**src/sync_serial_cfg.svh**
```systemverilog
// Register offsets, field positions and reset values of the serial port status block.
// Included by the design files; holds definitions only.
`ifndef SYNC_SERIAL_CFG_SVH
`define SYNC_SERIAL_CFG_SVH

`define SSP_ADDR_W 12
`define SSP_CTRL_OFF 12'h004
`define SSP_STATUS_OFF 12'h008
`define SSP_ITEST_OFF 12'h00C

`define SSP_RESET_WORD 32'h0000_0000
`define SSP_CTRL_MASK 32'h0001_3FC3
`define SSP_ITEST_MASK 32'h0000_00E0

`define CT_RIE 0
`define CT_TIE 1
`define CT_TFT_LSB 6
`define CT_RFT_LSB 10
`define CT_EN 16

`define ST_TNF 2
`define ST_RNE 3
`define ST_BSY 4
`define ST_TFS 5
`define ST_RFS 6
`define ST_ROR 7
`define ST_TFL_LSB 8
`define ST_RFL_LSB 12

`define IT_FORCE_TX_SERVICE 5
`define IT_FORCE_RX_SERVICE 6
`define IT_FORCE_RX_OVERRUN 7

`define SSP_FIFO_DEPTH 16
`define SSP_LEVEL_W 4
`define SSP_COUNT_W 5
`define SSP_COUNT_ONE 5'h01

`endif

```
**src/sync_serial_pkg.sv**
```systemverilog
// Types shared by the serial port status block.
// Assumes sync_serial_cfg.svh for field widths.
`include "sync_serial_cfg.svh"

package sync_serial_pkg;
	typedef struct packed {
		logic port_enable;
		logic [`SSP_LEVEL_W-1:0] rx_threshold;
		logic [`SSP_LEVEL_W-1:0] tx_threshold;
		logic tx_irq_enable;
		logic rx_irq_enable;
	} port_ctrl_t;

	typedef struct packed {
		logic force_rx_overrun;
		logic force_rx_service;
		logic force_tx_service;
	} force_t;
endpackage

```
**src/fifo_level_if.sv**
```systemverilog
// Carrier between the status block and its FIFO occupancy counters.
// Assumes one clock; all signals change after the rising edge.
`timescale 1ns/100ps

interface fifo_level_if #(
	parameter int CW = 5
);
	logic push;
	logic pop;
	logic flush;
	logic accepted;
	logic dropped;
	logic full;
	logic empty;
	logic [CW-1:0] count;

	modport counter (
		input push,
		input pop,
		input flush,
		output accepted,
		output dropped,
		output full,
		output empty,
		output count
	);

	modport user (
		output push,
		output pop,
		output flush,
		input accepted,
		input dropped,
		input full,
		input empty,
		input count
	);
endinterface

```
**src/sync_serial_status_irq.sv**
```systemverilog
// Status, flag and request logic of the synchronous serial port, APB slave.
// Assumes FIFO push/pop strobes and the shifter activity come from logic on clk.
//
// Chosen here: the APB register port.
`timescale 1ns/100ps
`include "sync_serial_cfg.svh"

// Operation
// - Interrupt request follows its status bit unless masked by its enable or forced by test
// - Sticky bits: hardware sets, write one clears
// - Read-only flags ignore bus writes
// - Bit 2: transmit FIFO not full, resets one
// - Bit 3: receive FIFO holds any entry
// - Bit 4: busy while enabled and framing
// - Bit 5: enabled and transmit level at or below threshold
// - Transmit request gated by its enable
// - Bit 6: receive level at or above threshold
// - Receive request gated by its enable
// - Word into full receive FIFO dropped, overrun set
// - Overrun always requests; write one clears
// - Bits 15:12 receive count minus one
// - Bits 11:8 transmit count, full shows zero
// - Reserved status bits read zero, ignore writes
// - Test register bits force matching requests
// - Test register works while port disabled
// - Test bits 7 to 5 read/write, rest reserved
// - Enable masks request only, flag keeps working
// - FIFOs emptied on reset and while disabled
module sync_serial_status_irq #(
	parameter int DEPTH = `SSP_FIFO_DEPTH,
	parameter int CW = `SSP_COUNT_W
) (
	input wire logic clk, // 40 MHz system clock
	input wire logic rst_n, // Asynchronous reset, active low
	input wire logic [`SSP_ADDR_W-1:0] paddr, // APB address
	input wire logic psel, // APB select
	input wire logic penable, // APB access phase
	input wire logic pwrite, // APB direction, high for write
	input wire logic [31:0] pwdata, // APB write data
	output logic [31:0] prdata, // APB read data
	output logic pready, // APB ready
	output logic pslverr, // APB error on unmapped address
	input wire logic tx_write, // Software stores one word in transmit FIFO
	input wire logic tx_pop, // Shifter takes one word from transmit FIFO
	input wire logic rx_push, // Shifter delivers one received word
	input wire logic rx_read, // Software removes one word from receive FIFO
	input wire logic shifter_active, // A frame is being sent or received
	output logic tx_accepted, // Pulse: transmit word stored
	output logic rx_accepted, // Pulse: received word stored
	output logic rx_dropped, // Pulse: received word discarded on overrun
	output logic port_enable, // Port enable from control register
	output logic [`SSP_LEVEL_W-1:0] tx_level, // Transmit level as reported
	output logic [`SSP_LEVEL_W-1:0] rx_level, // Receive level as reported
	output logic irq_tx_service, // Transmit service request
	output logic irq_rx_service, // Receive service request
	output logic irq_rx_overrun // Receive overrun request
);
	sync_serial_pkg::port_ctrl_t ctrl;
	sync_serial_pkg::force_t force_req;
	logic rx_overrun;
	logic tx_service_req;
	logic rx_service_req;
	logic port_busy;
	logic tx_not_full;
	logic rx_not_empty;
	logic flush;
	logic wr_access;
	logic rd_setup;
	logic hit_ctrl;
	logic hit_status;
	logic hit_itest;
	logic addr_hit;
	logic ror_clear;
	logic next_rx_overrun;
	logic [31:0] ctrl_word;
	logic [31:0] status_word;
	logic [31:0] itest_word;
	logic [31:0] next_prdata;

	fifo_level_if #(.CW(CW)) tx_lvl ();
	fifo_level_if #(.CW(CW)) rx_lvl ();

	// Threshold field holds the level minus one
	function automatic logic [CW-1:0] eff_threshold(input logic [`SSP_LEVEL_W-1:0] field);
		eff_threshold = CW'(field) + CW'(`SSP_COUNT_ONE);
	endfunction

	function automatic logic is_addr(input logic [`SSP_ADDR_W-1:0] a, input logic [`SSP_ADDR_W-1:0] off);
		is_addr = (a == off);
	endfunction

	// FIFO occupancy
	// Disabling the port holds both FIFOs empty, so levels return to reset values
	assign flush = !ctrl.port_enable;

	assign tx_lvl.push = tx_write;
	assign tx_lvl.pop = tx_pop;
	assign tx_lvl.flush = flush;
	assign rx_lvl.push = rx_push;
	assign rx_lvl.pop = rx_read;
	assign rx_lvl.flush = flush;

	fifo_level_counter #(
		.DEPTH(DEPTH),
		.CW(CW)
	) u_tx_count (
		.clk(clk),
		.rst_n(rst_n),
		.lvl(tx_lvl)
	);

	fifo_level_counter #(
		.DEPTH(DEPTH),
		.CW(CW)
	) u_rx_count (
		.clk(clk),
		.rst_n(rst_n),
		.lvl(rx_lvl)
	);

	assign tx_accepted = tx_lvl.accepted;
	assign rx_accepted = rx_lvl.accepted;
	assign rx_dropped = rx_lvl.dropped;

	// Flags, derived from FIFO and shifter state and from the control register
	assign tx_not_full = !tx_lvl.full;
	assign rx_not_empty = !rx_lvl.empty;
	assign port_busy = ctrl.port_enable && shifter_active;
	assign tx_service_req = ctrl.port_enable && (tx_lvl.count <= eff_threshold(ctrl.tx_threshold));
	assign rx_service_req = ctrl.port_enable && (rx_lvl.count >= eff_threshold(ctrl.rx_threshold));

	// A full transmit FIFO wraps to zero; empty receive wraps to all ones
	assign tx_level = tx_lvl.count[`SSP_LEVEL_W-1:0];
	assign rx_level = rx_lvl.count[`SSP_LEVEL_W-1:0] - `SSP_LEVEL_W'(`SSP_COUNT_ONE);

	assign port_enable = ctrl.port_enable;

	// Requests are combinational so they drop in the cycle the bit clears
	// Enables gate only the request; the flags above stay live
	assign irq_tx_service = (tx_service_req && ctrl.tx_irq_enable) || force_req.force_tx_service;
	assign irq_rx_service = (rx_service_req && ctrl.rx_irq_enable) || force_req.force_rx_service;
	assign irq_rx_overrun = rx_overrun || force_req.force_rx_overrun;

	// APB decode
	// Zero wait states: every transfer completes in its first access cycle
	assign pready = 1'b1;
	assign hit_ctrl = is_addr(paddr, `SSP_CTRL_OFF);
	assign hit_status = is_addr(paddr, `SSP_STATUS_OFF);
	assign hit_itest = is_addr(paddr, `SSP_ITEST_OFF);
	assign addr_hit = hit_ctrl || hit_status || hit_itest;
	assign pslverr = psel && penable && !addr_hit;
	assign wr_access = psel && penable && pwrite && addr_hit;
	assign rd_setup = psel && !penable && !pwrite;

	// Control register
	always_ff @(posedge clk or negedge rst_n) begin
		if (!rst_n) begin
			ctrl <= '0;
		end else if (wr_access && hit_ctrl) begin
			ctrl.port_enable <= pwdata[`CT_EN];
			ctrl.rx_threshold <= pwdata[`CT_RFT_LSB +: `SSP_LEVEL_W];
			ctrl.tx_threshold <= pwdata[`CT_TFT_LSB +: `SSP_LEVEL_W];
			ctrl.tx_irq_enable <= pwdata[`CT_TIE];
			ctrl.rx_irq_enable <= pwdata[`CT_RIE];
		end
	end

	// Test register
	// Not gated by port_enable, so interrupt paths can be checked while disabled
	always_ff @(posedge clk or negedge rst_n) begin
		if (!rst_n) begin
			force_req <= '0;
		end else if (wr_access && hit_itest) begin
			force_req.force_rx_overrun <= pwdata[`IT_FORCE_RX_OVERRUN];
			force_req.force_rx_service <= pwdata[`IT_FORCE_RX_SERVICE];
			force_req.force_tx_service <= pwdata[`IT_FORCE_TX_SERVICE];
		end
	end

	// Overrun sticky bit
	// A drop in the same cycle as a clear write wins, so no overrun goes unseen
	assign ror_clear = wr_access && hit_status && pwdata[`ST_ROR];
	assign next_rx_overrun = rx_lvl.dropped || (rx_overrun && !ror_clear);

	always_ff @(posedge clk or negedge rst_n) begin
		if (!rst_n) begin
			rx_overrun <= 1'b0;
		end else begin
			rx_overrun <= next_rx_overrun;
		end
	end

	// Read words; only the overrun bit of the status word is writable
	always_comb begin
		status_word = `SSP_RESET_WORD;
		status_word[`ST_TNF] = tx_not_full;
		status_word[`ST_RNE] = rx_not_empty;
		status_word[`ST_BSY] = port_busy;
		status_word[`ST_TFS] = tx_service_req;
		status_word[`ST_RFS] = rx_service_req;
		status_word[`ST_ROR] = rx_overrun;
		status_word[`ST_TFL_LSB +: `SSP_LEVEL_W] = tx_level;
		status_word[`ST_RFL_LSB +: `SSP_LEVEL_W] = rx_level;
	end

	always_comb begin
		ctrl_word = `SSP_RESET_WORD;
		ctrl_word[`CT_EN] = ctrl.port_enable;
		ctrl_word[`CT_RFT_LSB +: `SSP_LEVEL_W] = ctrl.rx_threshold;
		ctrl_word[`CT_TFT_LSB +: `SSP_LEVEL_W] = ctrl.tx_threshold;
		ctrl_word[`CT_TIE] = ctrl.tx_irq_enable;
		ctrl_word[`CT_RIE] = ctrl.rx_irq_enable;
	end

	always_comb begin
		itest_word = `SSP_RESET_WORD;
		itest_word[`IT_FORCE_RX_OVERRUN] = force_req.force_rx_overrun;
		itest_word[`IT_FORCE_RX_SERVICE] = force_req.force_rx_service;
		itest_word[`IT_FORCE_TX_SERVICE] = force_req.force_tx_service;
	end

	always_comb begin
		next_prdata = `SSP_RESET_WORD;
		if (hit_ctrl) begin
			next_prdata = ctrl_word & `SSP_CTRL_MASK;
		end else if (hit_status) begin
			next_prdata = status_word;
		end else if (hit_itest) begin
			next_prdata = itest_word & `SSP_ITEST_MASK;
		end
	end

	// Read data is captured in the setup cycle and stands through the access cycle
	always_ff @(posedge clk or negedge rst_n) begin
		if (!rst_n) begin
			prdata <= `SSP_RESET_WORD;
		end else if (rd_setup) begin
			prdata <= next_prdata;
		end
	end
endmodule

```
**src/fifo_level_counter.sv**
```systemverilog
// Occupancy counter of one FIFO: counts valid entries, refuses pushes when full.
// Assumes push and pop come from logic on clk; flush holds the FIFO empty.
`timescale 1ns/100ps

module fifo_level_counter #(
	parameter int DEPTH = 16,
	parameter int CW = 5
) (
	input wire logic clk, // System clock
	input wire logic rst_n, // Asynchronous reset, active low
	fifo_level_if.counter lvl // Push, pop and level
);
	logic [CW-1:0] count;
	logic do_push;
	logic do_pop;

	// A push into a full FIFO is lost even when a pop comes in the same cycle
	assign lvl.full = (count == CW'(DEPTH));
	assign lvl.empty = (count == '0);
	assign do_pop = lvl.pop && !lvl.empty && !lvl.flush;
	assign do_push = lvl.push && !lvl.full && !lvl.flush;
	assign lvl.accepted = do_push;
	assign lvl.dropped = lvl.push && lvl.full && !lvl.flush;
	assign lvl.count = count;

	always_ff @(posedge clk or negedge rst_n) begin
		if (!rst_n) begin
			count <= '0;
		end else if (lvl.flush) begin
			count <= '0;
		end else begin
			count <= count + CW'(do_push) - CW'(do_pop);
		end
	end
endmodule

```
**config.mk**
```make
export PLATFORM = sky130hd
export DESIGN_NAME = sync_serial_status_irq
export DESIGN_NICKNAME = d
export VERILOG_FILES = /design/src/sync_serial_pkg.sv /design/src/fifo_level_if.sv /design/src/sync_serial_status_irq.sv /design/src/fifo_level_counter.sv
export VERILOG_INCLUDE_DIRS = /design/src
export SDC_FILE = /design/constraint.sdc
export NUM_CORES = 1
export LEC_CHECK = 0
export ABC_AREA = 1
export BUFFER_PORTS_ARGS = -buffer_cell sky130_fd_sc_hd__clkbuf_2
export CORE_UTILIZATION = 50
export DETAILED_ROUTE_END_ITERATION = 10
export PLACE_DENSITY_LB_ADDON = 0.2
export SETUP_SLACK_MARGIN = 0.2
export SYNTH_ARGS = -nofsm -noshare
export SYNTH_HDL_FRONTEND = slang
export SYNTH_SLANG_ARGS = --single-unit
```
**constraint.sdc**
```tcl
create_clock -name clk -period 2.6 [get_ports clk]
set_input_delay 0.39 -clock clk [delete_from_list [all_inputs] [get_ports clk]]
set_output_delay 0.39 -clock clk [all_outputs]
set_load 0.02 [all_outputs]
```
* Word-level counts from Yosys, hierarchy flattened
Cells that the tools add are included.
** Operators by class
- $add $sub $neg :: 7
- Multipliers :: 0
- Div/mod/pow operators :: 0
- Order comparisons :: 2
- Eq/ne operators :: 5
- Shifts and indexed selects :: 0
- Muxes and demuxes :: 5
- Bitwise logic cells :: 0
- Reduce and logical (&&, ||, !) cells :: 42
** Operator list (count)
- 32-bit 2-to-1 mux :: 2
- 1-bit logical AND :: 26
- 12-bit by 4-bit equality test with 1-bit output (second input constant) :: 2
- 12-bit by 3-bit equality test with 1-bit output (second input constant) :: 1
- 4-bit by 1-bit adder with 5-bit output (second input constant) :: 2
- 5-bit by 1-bit adder with 5-bit output :: 2
- 5-bit equality test (second input constant) :: 2
- 5-bit logical NOT :: 2
- 5-bit 2-to-1 mux :: 2
- 5-bit by 1-bit subtractor with 5-bit output :: 2
- 1-bit logical NOT :: 8
- 8-bit 2-to-1 mux :: 1
- 1-bit logical OR :: 6
- 5-bit >= comparator :: 1
- 5-bit <= comparator :: 1
- 4-bit by 1-bit subtractor with 4-bit output (second input constant) :: 1
** Storage, ports and cells
- Register bits after elaboration :: 57
- Bits in latches :: 0
- RAM bits :: 0
- Bits in read-only memories :: 0
- Input port bits :: 54
- Word-level logic and storage cells :: 73
- Memories :: 0

* Logic depth before layout (Yosys ltp)
- Depth in word-level cells :: 9
- Gate-level depth with buffers :: 15
- Gate-level depth less buffers :: 15

* Hierarchy
Synthesis repeated with hierarchy kept, for this count alone.
** Second synthesis, totals
- Cells, all modules :: 385
- Area total of the unflattened synthesis :: 2909.0 µm²
** Modules (own cells, without submodules)
- sync_serial_status_irq :: instances 1, cells an instance 269, area an instance 2078.2 µm², seq. area each 800.8 µm²
- fifo_level_counter :: instances 2, cells an instance 58, area an instance 415.4 µm², seq. area each 125.1 µm²

* Worst setup path after synthesis
Ideal clock, no wire load.
- Path type :: register to register
- Start :: register, netlist name port_enable
- End :: register u_rx_count.count[4] (netlist: u_rx_count.lvl.count[4])
- Library setup time :: 0.077 ns
- Data arrival time :: 2.454 ns
- Required time :: 2.523 ns
- Path slack :: 0.069 ns
- Stages on the path, launching flop included :: 12
- Path buffers :: 2
- Clock period less this slack :: 2.531 ns
- Cell sequence :: dfrtp_1 > clkbuf_1 > clkbuf_1 > nand3_1 > ha_1 > inv_1 > ha_1 > inv_1 > fa_1 > o31ai_1 > o21ai_0 > a21oi_1
** Between the ends
- Longest elaborated chain between the ends :: 4
** RTL lines
- 1-bit logical AND :: RTL line fifo_level_counter.sv:21 : assign do_push = lvl.push && !lvl.full && !lvl.flush;
- 5-bit by 1-bit adder with 5-bit output :: RTL line fifo_level_counter.sv:32 : count <= count + CW'(do_push) - CW'(do_pop);
- 5-bit by 1-bit subtractor with 5-bit output :: RTL line fifo_level_counter.sv:32
- 5-bit 2-to-1 mux (*) :: RTL line fifo_level_counter.sv:29 : end else if (lvl.flush) begin
- to (signal assigned) :: RTL line fifo_level_counter.sv:32
- to (decl) :: RTL line fifo_level_counter.sv:13 : logic [CW-1:0] count;
Every way passes the cells marked *; elsewhere a longest branch is shown, timed or not.
A chain may end at the register's enable or synchronous reset.

* Worst setup path after layout
- Start :: register ctrl[7] in the netlist's numbering
- End :: output irq_rx_service
** Between the ends
- Longest elaborated chain between the ends :: 5
** RTL lines
- from (decl) :: RTL line sync_serial_status_irq.sv:58 : sync_serial_pkg::port_ctrl_t ctrl;
- 4-bit by 1-bit adder with 5-bit output :: RTL line sync_serial_status_irq.sv:85 : eff_threshold = CW'(field) + CW'(`SSP_COUNT_ONE);
- 5-bit >= comparator :: RTL line sync_serial_status_irq.sv:130 : assign rx_service_req = ctrl.port_enable && (rx_lvl.count >= eff_threshold(ctrl.rx_threshold));
- 1-bit logical AND :: RTL line sync_serial_status_irq.sv:130
- 1-bit logical AND :: RTL line sync_serial_status_irq.sv:141 : assign irq_rx_service = (rx_service_req && ctrl.rx_irq_enable) || force_req.force_rx_service;
- 1-bit logical OR :: RTL line sync_serial_status_irq.sv:141
- to (decl) :: RTL line sync_serial_status_irq.sv:55 : output logic irq_rx_service,
No other way between the ends.

==> results.py <==
metrics = {
    "run_status": {
        "status": "finished clean",
    },
    "worst_hold_path": {
        "hold_path_class": "input port to async pin",
    },
    "cts": {
        "clk_pin_slew_ns": 0.08,
        "clockBufferDepth": 2,
        "hold_buffers": 0,
        "clock-sinks": 42,
        "htreeDepth": 2,
        "clk_latency_ns": 0.29,
        "cts_made_buffers": 5,
        "tritoncts": "yes",
        "cts-root-buf": "clkbuf_8",
    },
    "detailed_routing": {
        "post-route-drc-count": 0,
        "vias": 2609,
        "wire_per_inst_um": 13.24,
        "ant_nets": 0,
        "drtPass1Iterations": 4,
        "drt_iter0_drc": 141,
        "routed_via_density": 5.037,
        "routed_wl_um": 6860,
    },
    "synthesis": {
        "synth_seq_area_share_pct": 36.35,
        "syn_avg_cell_area_um2": 8.077,
        "synth_area_um2": 2892,
        "synth.area.top_cells": "dfrtp_1 (36%), ha_1 (12%), nand2_1 (11%), nand3_1 (7.1%), inv_1 (6.4%)",
        "ys_ff_latch": 42,
        "synth_top_area_share_pct": 36.35,
        "netlist_instances": 358,
        "yosysWarnings": 0,
        "synth_top_area_cell": "dfrtp_1",
        "synth.distinct_cells": 36,
    },
    "timing": {
        "slew_headroom_pct": 61.94,
        "hold_viol": 0,
        "hold_slack_ns": 0.1654,
        "rsz0062_at_grt": "true",
        "post-route-period-util_pct": 95.76,
        "tightest_slew_ns": 0.5703,
        "drv_slew": 0,
        "finalClockSkew_ns": 0.002823,
        "finalSetupViolCount": 0,
        "fmax_mhz": 401.6,
        "final.min_clock_period_ns": 2.490,
    },
    "grt": {
        "antenna_found_initial": 0,
        "grt.overflow.total": 0,
        "grt_pass1_wl_um": 11180,
        "first_global_vias": 2486,
        "track_usage_pct": 23.27,
        "grt_max_degree": 43,
    },
    "worst_setup_path": {
        "critPathLaunch": "ctrl[7]",
        "worstReg2RegEnd": "u_tx_count.lvl.count[4]",
        "r2r-start": "u_tx_count.lvl.count[2]",
        "path_class": "register to output port",
        "r2r_slack_ns": 0.12,
        "worstRegToRegCells": 15,
        "cp-start-kind": "register",
        "arrival_ns": 2.10,
        "cp.required_ns": 2.21,
        "endpoint": "irq_rx_service",
        "cp-end-kind": "output port",
        "worst-path-max-fanout": 4,
    },
    "die": {
        "row_count": 27,
        "initial_utilization_pct": 52.19,
        "dieArea_um2": 6091,
        "die_w_um": 78.05,
        "pin_count": 103,
        "core-area_um2": 5540,
        "die_y_um": 78.05,
    },
    "placement": {
        "port_buffers": 66,
        "place_inst": 497,
        "hpwl_um": 4918,
        "place.gp.congestion": 0.8684,
    },
    "power_and_ir_drop": {
        "power.density_nw_per_um2": 330.8,
        "vdd_drop_max_v": 0.0002102,
        "power.leakage_nw": 2.028,
    },
    "layout": {
        "drive_above_1_share_pct": 33.86,
        "n_antenna_cell": 0,
        "fin_nets": 529,
        "mostFrequentLayoutCell": "nand2_1",
        "fin_cells": 518,
        "area_growth_pct": 24.15,
        "final_cell_mix": "nand2_1 (79), clkbuf_2 (64), dfrtp_1 (42), inv_1 (39), nand3_1 (39)",
        "fillers": 508,
    },
    "run": {
        "maxCapViolCount": 0,
    },
}
registers in the layout, summed over array words and instances (netlist names):
register and cells:
prdata 17, ctrl 10, u_rx_count.lvl.count 5, u_tx_count.lvl.count 5, force_req 3, port_enable 1
rx_overrun 1
through the flow:
| step | instance area [µm²] | setup slack [ns] | setup TNS [ns] | utilization (%) | total power, mW |
|---|---|---|---|---|---|
| after floorplan | 2947 | 0.2106 | 0 | - | 0.7324 |
| after global placement | 3272 | 0.1798 | 0 | 59.06 | 0.7635 |
| after detailed placement | 3272 | 0.1158 | 0 | 59.06 | 0.7644 |
| after CTS | 3461 | 0.1298 | 0 | 62.47 | 1.197 |
| after global routing | 3590 | -0.03371 | -0.03371 | 64.79 | 1.232 |
| final | 3590 | 0.1102 | 0 | 64.79 | 1.187 |
metal layers:
metal,vias up,share of wire [%],track usage (%)
met5,-,0,0
met1,1239,44,29.56
met2,66,50,40.18
met3,13,3.9,3.953
li1,1291,-,-
met4,0,1.6,7.407
worst min path at each step:
stage,to,slack (ns),cells after the start
after floorplan,ctrl[0],0.09,0
after global placement,prdata[2],0.47,2
after detailed placement,prdata[5],0.47,2
after CTS,u_rx_count.lvl.count[0],0.18,2
after global routing,u_rx_count.lvl.count[0],0.21,2
final,u_rx_count.lvl.count[0],0.17,2
power by group:
group / total (mW) / internal [mW] / leakage [nW] / switching, mW
clock network: 0.436 / 0.214 / 0.0482 / 0.222
registers: 0.655 / 0.654 / 0.585 / 0.000957
logic: 0.0968 / 0.0283 / 1.40 / 0.0685
worst max-delay path, stage by stage (launching register included):
cell      delay (ns)
dfrtp_1         0.42
ha_2            0.23
nand3_1         0.09
ha_1            0.32
a21oi_1         0.17
nand2_1         0.07
nor2_1          0.10
nor2_1          0.08
a21o_1          0.17
clkbuf_4        0.16
cell type report:
class / count / area (µm²) / area share, %
multi-input combinational: 250 / 1605 / 44.72
timing repair buffer: 94 / 553.0 / 15.41
sequential: 42 / 1051 / 29.28
inverter: 52 / 198.9 / 5.542
clock inverter: 1 / 5.005 / 0.1394
clock buffer: 7 / 86.33 / 2.405
tap: 72 / 90.09 / 2.510
Yosys cell counts:
| cell | number |
|---|---|
| nor2_2 | 3 |
| nand4_1 | 4 |
| a31o_2 | 1 |
| o21ai_0 | 16 |
| a31oi_1 | 1 |
| inv_1 | 49 |
| o211ai_1 | 1 |
| clkinv_2 | 1 |
| nand2_1 | 82 |
| o21bai_1 | 1 |
| nand2_2 | 3 |
| o21ai_2 | 5 |
| a21o_1 | 1 |
| a21oi_1 | 11 |
| inv_4 | 1 |
| nor3_1 | 3 |
| ha_1 | 28 |
| nand3_1 | 41 |
| buf_4 | 20 |
| xnor2_1 | 5 |
| buf_6 | 3 |
| nand4_2 | 1 |
| or2_2 | 1 |
| nand2_4 | 3 |
| nor3_4 | 1 |
| o2111ai_1 | 1 |
| conb_1 | 2 |
| fa_1 | 2 |
| nor2_1 | 13 |
| xor2_1 | 3 |
| o31ai_1 | 2 |
| inv_2 | 1 |
| dfrtp_1 | 42 |
| buf_2 | 2 |
| clkbuf_1 | 3 |
| nor2_8 | 1 |
what timing repair did:
item / 4_1_cts / 5_1_grt
gates resized for setup: 12 / 29
gates cloned: 0 / 0
setup buffers: 9 / 4
endpoints found under the setup margin: 4 / 5
pin swaps: 4 / 15
cells by family after synthesis:
logic type	count (synthesis)	share of synthesized area (%)
simple gates	156	25.18
buf+inv	80	13.98
compound gates	40	8.308
flops	42	36.35
fa+ha+maj	30	13.50
other cells	2	0.2597
xor+xnor	8	2.423
No activity file was read; power rests on OpenSTA's default activity.
